`src/hw/sfp_pkg.sv`:
```
package sfp_pkg;
    // Register addresses on the serial port
    localparam logic [12:0] ADDR_BURST_PULSE_COUNT = 13'h013e;
    localparam logic [12:0] ADDR_LOOP_FEEDBACK_SELECT = 13'h013f;
    localparam logic [12:0] ADDR_BLOCK_POWER_DOWN = 13'h0140;
    localparam logic [12:0] ADDR_DYNAMIC_DELAY_ENABLE = 13'h0141;
    localparam logic [12:0] ADDR_DELAY_STEP_COUNT = 13'h0142;

    // Reset values
    localparam logic [7:0] RST_BURST_PULSE_COUNT = 8'h03;
    localparam logic [7:0] RST_LOOP_FEEDBACK_SELECT = 8'h00;
    localparam logic [7:0] RST_BLOCK_POWER_DOWN = 8'he0;
    localparam logic [7:0] RST_DYNAMIC_DELAY_ENABLE = 8'h00;
    localparam logic [7:0] RST_DELAY_STEP_COUNT = 8'h00;

    // Writable bits; the rest read as zero
    localparam logic [7:0] MASK_BURST_PULSE_COUNT = 8'h03;
    localparam logic [7:0] MASK_LOOP_FEEDBACK_SELECT = 8'hbf;
    localparam logic [7:0] MASK_FULL = 8'hff;

    // Field positions
    localparam int BURST_COUNT_LSB = 0;
    localparam int BURST_COUNT_MSB = 1;

    // Frame-reference source and sync-mode codes
    localparam logic [1:0] SRC_NORMAL_SYNC = 2'h0;
    localparam logic [1:0] SRC_RECLOCKED = 2'h1;
    localparam logic [1:0] SRC_PULSER = 2'h2;
    localparam logic [1:0] SRC_CONTINUOUS = 2'h3;
    localparam logic [1:0] SYNC_MODE_SPI_PULSER = 2'h3;

    // Serial frame layout
    localparam logic [4:0] SPI_ADDR_LAST_BIT = 5'h0f;
    localparam logic [4:0] SPI_DATA_LAST_BIT = 5'h17;
    localparam logic [4:0] SPI_FRAME_BITS = 5'h18;
    localparam int SPI_READ_BIT = 14;

    // Idle cycles between generated pulses
    localparam int PULSE_GAP_CYC = 3;

    typedef struct packed {
        logic second_loop_reference_select;
        logic reserved6;
        logic second_loop_ndiv_input_select;
        logic [1:0] first_loop_ndiv_input_select;
        logic [1:0] feedback_source_select;
        logic feedback_select_power_on;
    } sfp_loop_t;

    typedef struct packed {
        logic first_loop_powerdown;
        logic oscillator_regulator_powerdown;
        logic oscillator_core_powerdown;
        logic ref_osc_input_powerdown;
        logic frame_ref_global_powerdown;
        logic frame_ref_block_powerdown;
        logic frame_ref_delay_powerdown;
        logic pulse_generator_powerdown;
    } sfp_power_t;

    typedef struct packed {
        logic wr;
        logic [12:0] addr;
        logic [7:0] data;
    } sfp_write_t;
endpackage

```
`src/hw/sfp_spi_port.sv`:
```
`timescale 1ns/1ns
module sfp_spi_port (
    input wire logic core_clk,
    input wire logic srst,
    input wire logic spi_sck,
    input wire logic spi_cs_n,
    input wire logic spi_sdi,
    input wire logic [7:0] rd_data,
    output sfp_pkg::sfp_write_t wr_r,
    output logic spi_sdo,
    output logic spi_sdo_oe_n
);
    logic sck_s1_r, sck_s2_r, sck_s3_r;
    logic cs_n_s1_r, cs_n_s2_r;
    logic sdi_s1_r, sdi_s2_r;
    logic [4:0] cnt_r, cnt_nxt;
    logic [15:0] shift_r, shift_nxt;
    logic read_r, read_nxt;
    logic load_r, load_nxt;
    logic [7:0] rdout_r, rdout_nxt;
    logic sdo_r, sdo_nxt;
    logic oe_n_r, oe_n_nxt;
    sfp_pkg::sfp_write_t wr_nxt;
    logic rise, fall;

    assign rise = sck_s2_r & ~sck_s3_r;
    assign fall = ~sck_s2_r & sck_s3_r;
    assign spi_sdo = sdo_r;
    assign spi_sdo_oe_n = oe_n_r;

    always_ff @(posedge core_clk) begin
        if (srst) begin
            sck_s1_r <= 1'b0;
            sck_s2_r <= 1'b0;
            sck_s3_r <= 1'b0;
            cs_n_s1_r <= 1'b1;
            cs_n_s2_r <= 1'b1;
            sdi_s1_r <= 1'b0;
            sdi_s2_r <= 1'b0;
        end else begin
            sck_s1_r <= spi_sck;
            sck_s2_r <= sck_s1_r;
            sck_s3_r <= sck_s2_r;
            cs_n_s1_r <= spi_cs_n;
            cs_n_s2_r <= cs_n_s1_r;
            sdi_s1_r <= spi_sdi;
            sdi_s2_r <= sdi_s1_r;
        end
    end

    always_comb begin
        cnt_nxt = cnt_r;
        shift_nxt = shift_r;
        read_nxt = read_r;
        load_nxt = 1'b0;
        rdout_nxt = rdout_r;
        sdo_nxt = sdo_r;
        oe_n_nxt = oe_n_r;
        wr_nxt = '{wr: 1'b0, addr: wr_r.addr, data: wr_r.data};
        if (cs_n_s2_r) begin
            cnt_nxt = 5'h00;
            oe_n_nxt = 1'b1;
        end else begin
            if (load_r) begin
                rdout_nxt = rd_data;
            end
            if (rise && cnt_r < sfp_pkg::SPI_FRAME_BITS) begin
                shift_nxt = {shift_r[14:0], sdi_s2_r};
                cnt_nxt = cnt_r + 5'h01;
                if (cnt_r == sfp_pkg::SPI_ADDR_LAST_BIT) begin
                    wr_nxt.addr = {shift_r[11:0], sdi_s2_r};
                    read_nxt = shift_r[sfp_pkg::SPI_READ_BIT];
                    load_nxt = 1'b1;
                end
                if (cnt_r == sfp_pkg::SPI_DATA_LAST_BIT && !read_r) begin
                    wr_nxt.wr = 1'b1;
                    wr_nxt.data = {shift_r[6:0], sdi_s2_r};
                end
            end
            if (fall && read_r && cnt_r > sfp_pkg::SPI_ADDR_LAST_BIT && cnt_r < sfp_pkg::SPI_FRAME_BITS) begin
                sdo_nxt = rdout_r[7];
                rdout_nxt = {rdout_r[6:0], 1'b0};
                oe_n_nxt = 1'b0;
            end
        end
    end

    always_ff @(posedge core_clk) begin
        if (srst) begin
            cnt_r <= 5'h00;
            shift_r <= 16'h0000;
            read_r <= 1'b0;
            load_r <= 1'b0;
            rdout_r <= 8'h00;
            sdo_r <= 1'b0;
            oe_n_r <= 1'b1;
            wr_r <= '0;
        end else begin
            cnt_r <= cnt_nxt;
            shift_r <= shift_nxt;
            read_r <= read_nxt;
            load_r <= load_nxt;
            rdout_r <= rdout_nxt;
            sdo_r <= sdo_nxt;
            oe_n_r <= oe_n_nxt;
            wr_r <= wr_nxt;
        end
    end
endmodule

```
`src/hw/sfp_pulse_seq.sv`:
```
`timescale 1ns/1ns
module sfp_pulse_seq #(
    parameter int CNT_W = 8,
    parameter int GAP_CYC = 3
) (
    input wire logic core_clk,
    input wire logic srst,
    input wire logic start,
    input wire logic [CNT_W-1:0] count,
    output logic pulse_r,
    output logic busy_r
);
    if (CNT_W < 1 || GAP_CYC < 1 || GAP_CYC > 256) begin : g_bad_param
        $error("sfp_pulse_seq: CNT_W must be at least 1 and GAP_CYC 1 to 256");
    end

    typedef enum logic [1:0] {
        SFP_IDLE = 2'b00,
        SFP_HIGH = 2'b01,
        SFP_GAP = 2'b10
    } sfp_seq_t;

    sfp_seq_t state_r, state_nxt;
    logic [CNT_W-1:0] rem_r, rem_nxt;
    logic [7:0] gap_r, gap_nxt;

    always_comb begin
        state_nxt = state_r;
        rem_nxt = rem_r;
        gap_nxt = gap_r;
        case (state_r)
            SFP_IDLE: begin
                if (start && count != '0) begin
                    state_nxt = SFP_HIGH;
                    rem_nxt = count;
                end
            end
            SFP_HIGH: begin
                rem_nxt = rem_r - 1'b1;
                gap_nxt = 8'(GAP_CYC - 1);
                state_nxt = (rem_r == 1) ? SFP_IDLE : SFP_GAP;
            end
            SFP_GAP: begin
                gap_nxt = gap_r - 8'h01;
                if (gap_r == 8'h00) begin
                    state_nxt = SFP_HIGH;
                end
            end
            default: state_nxt = SFP_IDLE;
        endcase
    end

    always_ff @(posedge core_clk) begin
        if (srst) begin
            state_r <= SFP_IDLE;
            rem_r <= '0;
            gap_r <= 8'h00;
            pulse_r <= 1'b0;
            busy_r <= 1'b0;
        end else begin
            state_r <= state_nxt;
            rem_r <= rem_nxt;
            gap_r <= gap_nxt;
            pulse_r <= (state_nxt == SFP_HIGH);
            busy_r <= (state_nxt != SFP_IDLE);
        end
    end
endmodule

```
`src/hw/sfp_regs.sv`:
```
`timescale 1ns/1ns
// Notes on behaviour
// - Burst write fires pulses when pulser selected, powered, in sync mode 3 and not busy
// - Count field encodes 1,2,4,8; resets 3
// - Bit7 picks second loop reference
// - Bit5 picks second loop divider input
// - Bits4:3 pick first loop divider input
// - Bits2:1 pick zero-delay feedback clock
// - Bit0 powers feedback select; software sets
// - Bits7:5 power down loop, regulator, core
// - Bit4 powers down reference oscillator input
// - Bit3 gates per-output frame-reference powerdown
// - Bit2 kills frame-reference and SYNC
// - Bit1 powers down frame-reference delay
// - Bit0 powers down pulse generator
// - Enable bits choose dynamic delay outputs
// - Step count write starts delay adjustment when outputs enabled and not busy
// - Step count zero means no adjustment
// - Source field: sync, reclock, pulser, continuous
// - Sync mode 3 fires pulser on write
module sfp_regs #(
    parameter int NUM_FR_OUT = 7,
    parameter int GAP_CYC = sfp_pkg::PULSE_GAP_CYC
) (
    input wire logic core_clk,
    input wire logic srst,
    input wire logic spi_sck,
    input wire logic spi_cs_n,
    input wire logic spi_sdi,
    output logic spi_sdo,
    output logic spi_sdo_oe_n,
    input wire logic [1:0] frame_ref_source_select,
    input wire logic [1:0] sync_mode,
    input wire logic [NUM_FR_OUT-1:0] per_output_disable_mode,
    output sfp_pkg::sfp_loop_t loop_ctrl_r,
    output sfp_pkg::sfp_power_t power_ctrl_r,
    output logic [NUM_FR_OUT-1:0] frame_ref_output_off_r,
    output logic frame_ref_sync_avail_r,
    output logic frame_ref_burst_pulse,
    output logic burst_busy,
    output logic [7:0] output_dyn_delay_enable_r,
    output logic [7:0] delay_step_targets_r,
    output logic delay_step_pulse,
    output logic delay_busy
);
    if (NUM_FR_OUT < 1) begin : g_bad_param
        $error("sfp_regs: NUM_FR_OUT must be at least 1");
    end

    sfp_pkg::sfp_write_t wr;
    logic [7:0] rd_data;
    logic [1:0] burst_cnt_r, burst_cnt_nxt;
    sfp_pkg::sfp_loop_t loop_nxt;
    sfp_pkg::sfp_power_t power_nxt;
    logic [7:0] dde_nxt;
    logic [7:0] step_cnt_r, step_cnt_nxt;
    logic burst_start_r, burst_start_nxt;
    logic [3:0] burst_len_r, burst_len_nxt;
    logic step_start_r, step_start_nxt;
    logic [7:0] targets_nxt;
    logic [NUM_FR_OUT-1:0] fr_off_nxt;
    logic pulser_ready;

    sfp_spi_port u_spi (
        .core_clk(core_clk),
        .srst(srst),
        .spi_sck(spi_sck),
        .spi_cs_n(spi_cs_n),
        .spi_sdi(spi_sdi),
        .rd_data(rd_data),
        .wr_r(wr),
        .spi_sdo(spi_sdo),
        .spi_sdo_oe_n(spi_sdo_oe_n)
    );

    // Read mux; reserved bits come back zero
    always_comb begin
        case (wr.addr)
            sfp_pkg::ADDR_BURST_PULSE_COUNT: rd_data = {6'h00, burst_cnt_r};
            sfp_pkg::ADDR_LOOP_FEEDBACK_SELECT: rd_data = loop_ctrl_r & sfp_pkg::MASK_LOOP_FEEDBACK_SELECT;
            sfp_pkg::ADDR_BLOCK_POWER_DOWN: rd_data = power_ctrl_r;
            sfp_pkg::ADDR_DYNAMIC_DELAY_ENABLE: rd_data = output_dyn_delay_enable_r;
            sfp_pkg::ADDR_DELAY_STEP_COUNT: rd_data = step_cnt_r;
            default: rd_data = 8'h00;
        endcase
    end

    // Pulser usable only when selected and powered
    assign pulser_ready = frame_ref_source_select == sfp_pkg::SRC_PULSER
        && !power_ctrl_r.frame_ref_block_powerdown
        && !power_ctrl_r.pulse_generator_powerdown
        && sync_mode == sfp_pkg::SYNC_MODE_SPI_PULSER;

    always_comb begin
        burst_cnt_nxt = burst_cnt_r;
        loop_nxt = loop_ctrl_r;
        power_nxt = power_ctrl_r;
        dde_nxt = output_dyn_delay_enable_r;
        step_cnt_nxt = step_cnt_r;
        burst_start_nxt = 1'b0;
        burst_len_nxt = burst_len_r;
        step_start_nxt = 1'b0;
        targets_nxt = delay_step_targets_r;
        if (wr.wr) begin
            case (wr.addr)
                sfp_pkg::ADDR_BURST_PULSE_COUNT: begin
                    burst_cnt_nxt = wr.data[sfp_pkg::BURST_COUNT_MSB:sfp_pkg::BURST_COUNT_LSB];
                    if (pulser_ready) begin
                        burst_start_nxt = 1'b1;
                        burst_len_nxt = 4'h1 << wr.data[sfp_pkg::BURST_COUNT_MSB:sfp_pkg::BURST_COUNT_LSB];
                    end
                end
                sfp_pkg::ADDR_LOOP_FEEDBACK_SELECT: begin
                    loop_nxt = wr.data & sfp_pkg::MASK_LOOP_FEEDBACK_SELECT;
                end
                sfp_pkg::ADDR_BLOCK_POWER_DOWN: begin
                    power_nxt = wr.data;
                end
                sfp_pkg::ADDR_DYNAMIC_DELAY_ENABLE: begin
                    dde_nxt = wr.data;
                end
                sfp_pkg::ADDR_DELAY_STEP_COUNT: begin
                    step_cnt_nxt = wr.data;
                    if (wr.data != 8'h00 && output_dyn_delay_enable_r != 8'h00 && !delay_busy) begin
                        step_start_nxt = 1'b1;
                        targets_nxt = output_dyn_delay_enable_r;
                    end
                end
                default: begin
                end
            endcase
        end
    end

    // Per-output frame-reference powerdown under the global bit
    for (genvar i = 0; i < NUM_FR_OUT; i++) begin : g_fr_off
        assign fr_off_nxt[i] = power_ctrl_r.frame_ref_global_powerdown & per_output_disable_mode[i];
    end

    always_ff @(posedge core_clk) begin
        if (srst) begin
            burst_cnt_r <= sfp_pkg::RST_BURST_PULSE_COUNT[1:0];
            loop_ctrl_r <= sfp_pkg::RST_LOOP_FEEDBACK_SELECT;
            power_ctrl_r <= sfp_pkg::RST_BLOCK_POWER_DOWN;
            output_dyn_delay_enable_r <= sfp_pkg::RST_DYNAMIC_DELAY_ENABLE;
            step_cnt_r <= sfp_pkg::RST_DELAY_STEP_COUNT;
            burst_start_r <= 1'b0;
            burst_len_r <= 4'h0;
            step_start_r <= 1'b0;
            delay_step_targets_r <= 8'h00;
            frame_ref_output_off_r <= '0;
            frame_ref_sync_avail_r <= 1'b0;
        end else begin
            burst_cnt_r <= burst_cnt_nxt;
            loop_ctrl_r <= loop_nxt;
            power_ctrl_r <= power_nxt;
            output_dyn_delay_enable_r <= dde_nxt;
            step_cnt_r <= step_cnt_nxt;
            burst_start_r <= burst_start_nxt;
            burst_len_r <= burst_len_nxt;
            step_start_r <= step_start_nxt;
            delay_step_targets_r <= targets_nxt;
            frame_ref_output_off_r <= fr_off_nxt;
            frame_ref_sync_avail_r <= !power_ctrl_r.frame_ref_block_powerdown;
        end
    end

    sfp_pulse_seq #(.CNT_W(4), .GAP_CYC(GAP_CYC)) u_burst (
        .core_clk(core_clk),
        .srst(srst),
        .start(burst_start_r),
        .count(burst_len_r),
        .pulse_r(frame_ref_burst_pulse),
        .busy_r(burst_busy)
    );

    sfp_pulse_seq #(.CNT_W(8), .GAP_CYC(GAP_CYC)) u_step (
        .core_clk(core_clk),
        .srst(srst),
        .start(step_start_r),
        .count(step_cnt_r),
        .pulse_r(delay_step_pulse),
        .busy_r(delay_busy)
    );
endmodule

```
`config.mk`:
```
export PLATFORM = sky130hd
export DESIGN_NAME = sfp_regs
export DESIGN_NICKNAME = d
export VERILOG_FILES = /design/src/hw/sfp_pkg.sv /design/src/hw/sfp_spi_port.sv /design/src/hw/sfp_pulse_seq.sv /design/src/hw/sfp_regs.sv
export SDC_FILE = /design/constraint.sdc
export NUM_CORES = 1
export LEC_CHECK = 0
export BUFFER_PORTS_ARGS = -buffer_cell sky130_fd_sc_hd__buf_2
export CELL_PAD_IN_SITES_DETAIL_PLACEMENT = 1
export CELL_PAD_IN_SITES_GLOBAL_PLACEMENT = 2
export CORE_ASPECT_RATIO = 1.75
export CORE_MARGIN = 3
export CORE_UTILIZATION = 33
export CTS_CLUSTER_DIAMETER = 200
export CTS_CLUSTER_SIZE = 20
export DETAILED_ROUTE_END_ITERATION = 8
export PLACE_DENSITY = 0.79
export RECOVER_POWER = 50
export SLEW_MARGIN = 40
export SYNTH_ARGS = -nofsm -noshare
export SYNTH_HDL_FRONTEND = slang
export SYNTH_SLANG_ARGS = --single-unit
```
`constraint.sdc`:
```
create_clock -name core_clk -period 2.2 [get_ports core_clk]
set_clock_uncertainty 0.15 [all_clocks]
set_input_delay 0.33 -clock core_clk [delete_from_list [all_inputs] [get_ports core_clk]]
set_output_delay 0.33 -clock core_clk [all_outputs]
set_load 0.02 [all_outputs]
```
==> results of run 1 <==
repair_timing:
action	CTS	global route
setup buffers	1	5
gates resized for setup	6	23
setup endpoints to repair	11	26
cloned	0	0
endpoints found under the hold margin	10	0
pin swaps	2	10
hold buffers	10	0
layout by cell type, fill, tap and decap left out, drive strengths merged, types with 4 or more instances in the layout:
| cell type | count |
|---|---|
| inv | 30 |
| and2 | 11 |
| nand3 | 11 |
| bufinv | 5 |
| or2 | 8 |
| nor2b | 14 |
| o21ai | 24 |
| a21o | 4 |
| a211oi | 4 |
| nor2 | 105 |
| a31oi | 4 |
| and3 | 5 |
| nor4 | 11 |
| nand2 | 62 |
| mux2i | 72 |
| o22a | 4 |
| xor2 | 5 |
| nand4 | 4 |
| dfxtp | 152 |
| clkbuf | 67 |
| a22oi | 6 |
| nand2b | 15 |
| buf | 59 |
| nor3 | 7 |
| dlygate4sd3 | 10 |
| ha | 18 |
| xnor2 | 9 |
| o32ai | 4 |
| clkinv | 5 |
| a211o | 7 |
| a21oi | 36 |
layer usage:
layer | vias up | part of all wire (%) | track usage [%] | routed length (um)
met3 | 37 | 1.8 | 3.405 | 334
met5 | - | 0 | 0 | 0
met1 | 2679 | 37 | 17.74 | 6955
li1 | 2658 | - | - | -
met2 | 63 | 57 | 34.77 | 10640
met4 | 0 | 3.6 | 8.931 | 679
registers in the layout, summed over array words and instances (netlist names), 2 cells and up:
| register | count |
|---|---|
| step_cnt_r | 8 |
| u_spi.cnt_r | 5 |
| u_spi.wr_r | 22 |
| power_ctrl_r | 8 |
| delay_step_targets_r | 8 |
| u_step.gap_r | 8 |
| burst_len_r | 4 |
| loop_ctrl_r | 7 |
| u_spi.shift_r | 15 |
| u_burst.gap_r | 8 |
| u_step.state_r | 2 |
| burst_cnt_r | 2 |
| u_burst.rem_r | 4 |
| output_dyn_delay_enable_r | 8 |
| u_step.rem_r | 8 |
| u_burst.state_r | 2 |
| u_spi.rdout_r | 8 |
| frame_ref_output_off_r | 7 |
where the power goes:
group	switching [mW]	internal, mW	leakage (nW)	total [mW]
Combinational	0.232	0.191	1.70	0.423
Clock	1.14	2.03	0.309	3.18
Sequential	0.0544	2.81	1.23	2.87
cells in the mapped netlist (all sizes together) (5+ instances only):
| cell | n | area (sq um) |
|---|---|---|
| nand2 | 62 | 232.7 |
| mux2i | 72 | 720.7 |
| xor2 | 5 | 43.79 |
| nor4 | 11 | 83.83 |
| and3 | 5 | 33.78 |
| dfxtp | 152 | 3043 |
| nor2 | 105 | 394.1 |
| or2 | 8 | 50.05 |
| o21ai | 24 | 120.1 |
| a21oi | 36 | 183.9 |
| buf | 7 | 35.04 |
| xnor2 | 9 | 78.83 |
| nand2b | 15 | 93.84 |
| nand3 | 11 | 72.57 |
| inv | 30 | 112.6 |
| a22oi | 6 | 45.04 |
| nor2b | 14 | 87.58 |
| ha | 18 | 225.2 |
| clkbuf | 29 | 108.9 |
| and2 | 11 | 70.07 |
| a211o | 7 | 61.31 |
| nor3 | 7 | 35.03 |
per-stage QoR:
step	TNS, ns	util (%)
3_5_place_dp	-1.221	37.99
6_report	0	42.38
4_1_cts	0	42.04
5_1_grt	-0.1972	42.38
3_3_place_gp	-0.9572	37.99
2_1_floorplan	0	-
area by class of cell:
type / instances / area [sq um]
multi-input cells: 495 / 3328
fillers: 2240 / 11110
clock buffers: 19 / 442.9
inverters: 30 / 112.6
flip-flops and latches: 152 / 3045
repair buffers: 117 / 739.5
well taps: 241 / 301.5
clock inverters: 13 / 201.4
logic make-up after synthesis:
group / after synthesis
adder cells (fa/ha/maj): 18
XOR/XNOR: 14
AND/OR/NAND/NOR: 272
buffers and inverters: 66
multiplexers: 74
other: 1
AO/OA/AOI/OAI: 116
flip-flops: 152
worst register-to-register path, stage by stage (launching register included):
cell and delay, ns:
dfxtp_2 0.32, or4b_4 0.56, and4bb_4 0.42, and3_4 0.21, buf_12 0.13, mux2i_1 0.21, nor2_1 0.06
worst paths after layout:
kind	to	slack, ns	cells past startpoint
worst min register to register	u_spi.cs_n_s2_r	0.28	1
worst min-delay path	u_spi.read_r	0.11	2
worst max-delay path	output_dyn_delay_enable_r[1]	0.03	6
worst max register to register	output_dyn_delay_enable_r[1]	0.03	6
==> flow_summary.json, run 1 <==
{
  "dpl.cell_count": 1019,
  "synth_top_family_by_area": "simple AND/OR/NAND/NOR gates",
  "drive_gt1_share_pct": 15.50,
  "die_width_um": 112.2,
  "gp_congestion": 0.9050,
  "setup_viol": 0,
  "critPathLaunchType": "flop",
  "fin_crit_ns": 2.171,
  "ys_seq_area_share_pct": 46.72,
  "grt_setup_unrepaired": "true",
  "synthSimpleGateAreaFrac_pct": 20.67,
  "drtIter0Drc": 126,
  "stdcell_count": 1067,
  "hpwlAfterDp_mm": 13.52,
  "synth-seq-cells": 152,
  "nets": 847,
  "design_area_sq_um": 8172,
  "cts-root-buf": "clkbuf_16",
  "total_power_mw": 6.465,
  "grt.total_usage_pct": 17.88,
  "h-tree-depth": 4,
  "syn_to_final_growth_pct": 25.48,
  "slowest_stage": "or4b_4",
  "port_buffers": 60,
  "postSynthCellCount": 713,
  "cts.sinks": 152,
  "wl_per_cell_um": 17.44,
  "cp_top_family": "simple AND/OR/NAND/NOR gates",
  "synth_edf_count": 0,
  "clkLatencyLatePin_ns": 0.43,
  "required_ns": 2.37,
  "hold_ws_ns": 0.1062,
  "pre_cts_ws_ns": -0.1829,
  "grt_pass1_vias": 5943,
  "synth_compound_area_share_pct": 11.85,
  "hold_viol_final": 0,
  "dieArea_sq_um": 21520,
  "slowest_delay_ns": 0.56,
  "core-area_sq_um": 19280,
  "grt_pass1_wl_mm": 30.37,
  "antenna_cells": 0,
  "worstPathArrival_ns": 2.34,
  "syn_nets": 747,
  "fmax_mhz": 460.5,
  "setup.worst_path.class": "reg2reg",
  "totalWireLength_mm": 18.61,
  "synth-xor-area-share_pct": 1.883,
  "cp-end-kind": "flop",
  "synth_fa_ha_area_share_pct": 3.458,
  "r2r_start": "u_spi.wr_r[19]",
  "detail-route-antenna-nets": 0,
  "grt_max_degree": 64,
  "syn_avg_cell_area_sq_um": 9.134,
  "path_clk_slew_ns": 0.06,
  "synth_area_sq_um": 6512,
  "fin_crit_sh_pct": 98.70,
  "ir_drop_v": 0.0007079,
  "worst_pin_slew_ns": 0.5966,
  "dr.pass1.iters": 4,
  "cts_made_buffers": 17,
  "critPathLaunch": "u_spi.wr_r[19]",
  "synthMuxAreaShare_pct": 11.41,
  "cts_tree": "built",
  "vias_per_cell": 5.096,
  "synth_cell_types": 64,
  "hp-start": "srst",
  "power_density_nw_per_um2": 791.1,
  "maxSlewViolCount": 0,
  "status": "complete, no violations",
  "power_leakage_nw": 3.234,
  "drcViolationCount": 0,
  "core.rowCount": 67,
  "synthArstFlopShare_pct": 0,
  "relSlewSlack_pct": 60.13,
  "fp.dieH_um": 191.8,
  "ys.flop_type": "dfxtp_1",
  "hold_class": "in2reg",
  "crit_chain": "or4b_4 -> and4bb_4 -> and3_4 -> buf_12 -> mux2i_1 -> nor2_1",
  "vias": 5437,
  "max-clock-path-buffers": 2,
  "placed_area_sq_um": 7325,
  "drv_cap": 0,
  "antenna_found_initial": 0,
  "grt_remaining_overflow": 0,
  "worst_slack_ns": 0.02866,
  "initial_core_util_pct": 33.78,
  "crit_fanout": 8,
  "io_pins": 62,
  "yosys_warnings": 0,
  "crit_buf_inv": 1
}
No activity file was read; power rests on OpenSTA's default activity.
==> run 2: changes to the inputs <==
--- a/config.mk
+++ b/config.mk
@@ -8,7 +8,7 @@
 export BUFFER_PORTS_ARGS = -buffer_cell sky130_fd_sc_hd__buf_2
 export CELL_PAD_IN_SITES_DETAIL_PLACEMENT = 1
 export CELL_PAD_IN_SITES_GLOBAL_PLACEMENT = 2
-export CORE_ASPECT_RATIO = 1.75
+export CORE_ASPECT_RATIO = 0.7
 export CORE_MARGIN = 3
 export CORE_UTILIZATION = 33
 export CTS_CLUSTER_DIAMETER = 200
==> flow_summary.json, run 2 (same netlist as run 1, synthesis figures left out) <==
{
  "ff2ff_setup_slack_ns": -0.04,
  "crit-reg2reg-capture": "u_spi.rdout_r[0]",
  "required_ns": 2.37,
  "top_regs": "u_spi.wr_r: 22 flops, u_spi.shift_r: 15 flops",
  "crit_chain": "or4bb_4 -> or2_4 -> a211oi_4 -> nand4_1 -> buf_4 -> o32ai_2",
  "grt_pass1_wl_mm": 29.36,
  "crit_buf_inv": 1,
  "grt_setup_unrepaired": "true",
  "wl_per_cell_um": 16.72,
  "vias_per_cell": 4.914,
  "fillers": 2237,
  "core.rowCount": 42,
  "detail-route-antenna-nets": 0,
  "reg2reg_depth": 6,
  "cts_made_buffers": 17,
  "drv_cap": 0,
  "layout_common_cells": "dfxtp_1, nor2_1, mux2i_1",
  "fmax_mhz": 447.3,
  "setup_viol": 2,
  "holdPathEnd": "loop_ctrl_r[1]",
  "hold_ws_ns": 0.1315,
  "hold_class": "in2reg",
  "gp_congestion": 0.8094,
  "cts-root-buf": "clkbuf_16",
  "antenna_found_initial": 0,
  "max-clock-path-buffers": 2,
  "hpwlAfterDp_mm": 12.92,
  "regMostFlops": "u_spi.wr_r",
  "die_width_um": 173.9,
  "drtIter0Drc": 193,
  "power_density_nw_per_um2": 786.4,
  "grt_remaining_overflow": 0,
  "grt_max_degree": 62,
  "crit_fanout": 4,
  "worstPathArrival_ns": 2.41,
  "grt.total_usage_pct": 17.34,
  "ir_drop_v": 0.0004326,
  "total_power_mw": 6.397,
  "relSlewSlack_pct": 57.49,
  "cts_tree": "built",
  "violations": "negative setup slack",
  "drive_gt1_share_pct": 15.23,
  "cts.sinks": 152,
  "worst_slack_ns": -0.03548,
  "clkLatencyLatePin_ns": 0.42,
  "status": "finished with violations",
  "io_pins": 62,
  "setup.worst_path.class": "reg2reg",
  "port_buffers": 60,
  "slowest_delay_ns": 0.56,
  "cp-end-kind": "flop",
  "layout_commonest_cell": "dfxtp_1",
  "fin_crit_sh_pct": 101.6,
  "hold_viol_final": 0,
  "hp-start": "srst",
  "path_clk_slew_ns": 0.06,
  "worst_pin_slew_ns": 0.6200,
  "fp.dieH_um": 123.5,
  "drcViolationCount": 0,
  "fin_crit_ns": 2.235,
  "grt_pass1_vias": 5608,
  "core-area_sq_um": 19130,
  "critPathLaunchType": "flop",
  "dr.pass1.iters": 4,
  "hold_depth": 2,
  "power_leakage_nw": 3.208,
  "maxSlewViolCount": 0,
  "syn_to_final_growth_pct": 24.90,
  "nets": 842,
  "antenna_cells": 0,
  "largest_reg_flops": 22,
  "h-tree-depth": 4,
  "totalWireLength_mm": 18.15,
  "cp_top_family": "simple AND/OR/NAND/NOR gates",
  "vias": 5332,
  "dieArea_sq_um": 21480,
  "initial_core_util_pct": 34.05,
  "r2r_start": "u_spi.wr_r[14]",
  "slowest_stage": "or4bb_4"
}
==> run 2: cell types whose count changed in the layout (fill, tap and decap cells not counted), moves of 2 or more <==
cell,previous run,this run
ha_1,16,18
clkinv_2,4,2
ha_4,2,0
buf_4,39,35
==> run 2: per-layer routing <==
layer  global-route usage (%)  share of wire [%]  vias to the layer above
li1                         -                  -                     2649
met2                    29.70                 46                       85
met5                        0                  0                        -
met4                    4.468                1.1                        0
met1                    22.32                 49                     2586
met3                    3.898                3.4                       12
==> run 2: worst max-delay path by stage <==
| stage | from | to | slack (ns) | cells after the start |
|---|---|---|---|---|
| finish | u_spi.wr_r[14] | u_spi.rdout_r[0] | -0.04 | 6 |
| CTS | u_spi.cnt_r[0] | u_spi.rdout_r[4] | -0.007 | 8 |
| floorplan | u_spi.cnt_r[0] | u_spi.rdout_r[3] | 0.003 | 8 |
| detailed placement | u_spi.wr_r[12] | u_spi.rdout_r[4] | -0.23 | 5 |
| global route | u_spi.wr_r[12] | u_spi.rdout_r[0] | -0.12 | 6 |
| global placement | u_spi.wr_r[12] | u_spi.rdout_r[7] | -0.08 | 5 |
==> run 2: cell type report <==
type / instances / area [sq um] / share of cell area [%]
sequential: 152 / 3045 / 37.44
inverter: 30 / 112.6 / 1.384
multi-input combinational: 495 / 3317 / 40.78
tap: 264 / 330.3 / 4.061
timing repair buffer: 112 / 698.2 / 8.583
clock inverter: 11 / 170.2 / 2.092
clock buffer: 21 / 460.4 / 5.661
==> run 2: stage by stage <==
| stage | area [sq um] | setup slack (ns) | utilization, % | setup TNS [ns] | std cells |
|---|---|---|---|---|---|
| floorplan | 6519 | 0.002663 | - | 0 | 713 |
| global route | 8134 | -0.1210 | 42.52 | -0.5110 | 1085 |
| CTS | 8094 | -0.006925 | 42.31 | -0.006925 | 1081 |
| finish | 8134 | -0.03548 | 42.52 | -0.04322 | 1085 |
| detailed placement | 7308 | -0.2309 | 38.21 | -0.9595 | 1036 |
| global placement | 7308 | -0.08387 | 38.21 | -0.4335 | 1036 |
==> run 2: report_power, final <==
group	leakage [nW]	switching, mW	total, mW	internal [mW]
clock	0.300	1.15	3.11	1.96
sequential	1.23	0.0531	2.86	2.81
combinational	1.68	0.233	0.427	0.194
total	3.21	1.43	6.40	4.97
==> run 2: timing repair <==
| action | in CTS | in global routing |
|---|---|---|
| pin swaps | 5 | 6 |
| setup endpoints to repair | 10 | 41 |
| endpoints found under the hold margin | 10 | 0 |
| buffers inserted | 3 | 4 |
| hold buffers | 10 | 0 |
| resized for setup | 10 | 18 |
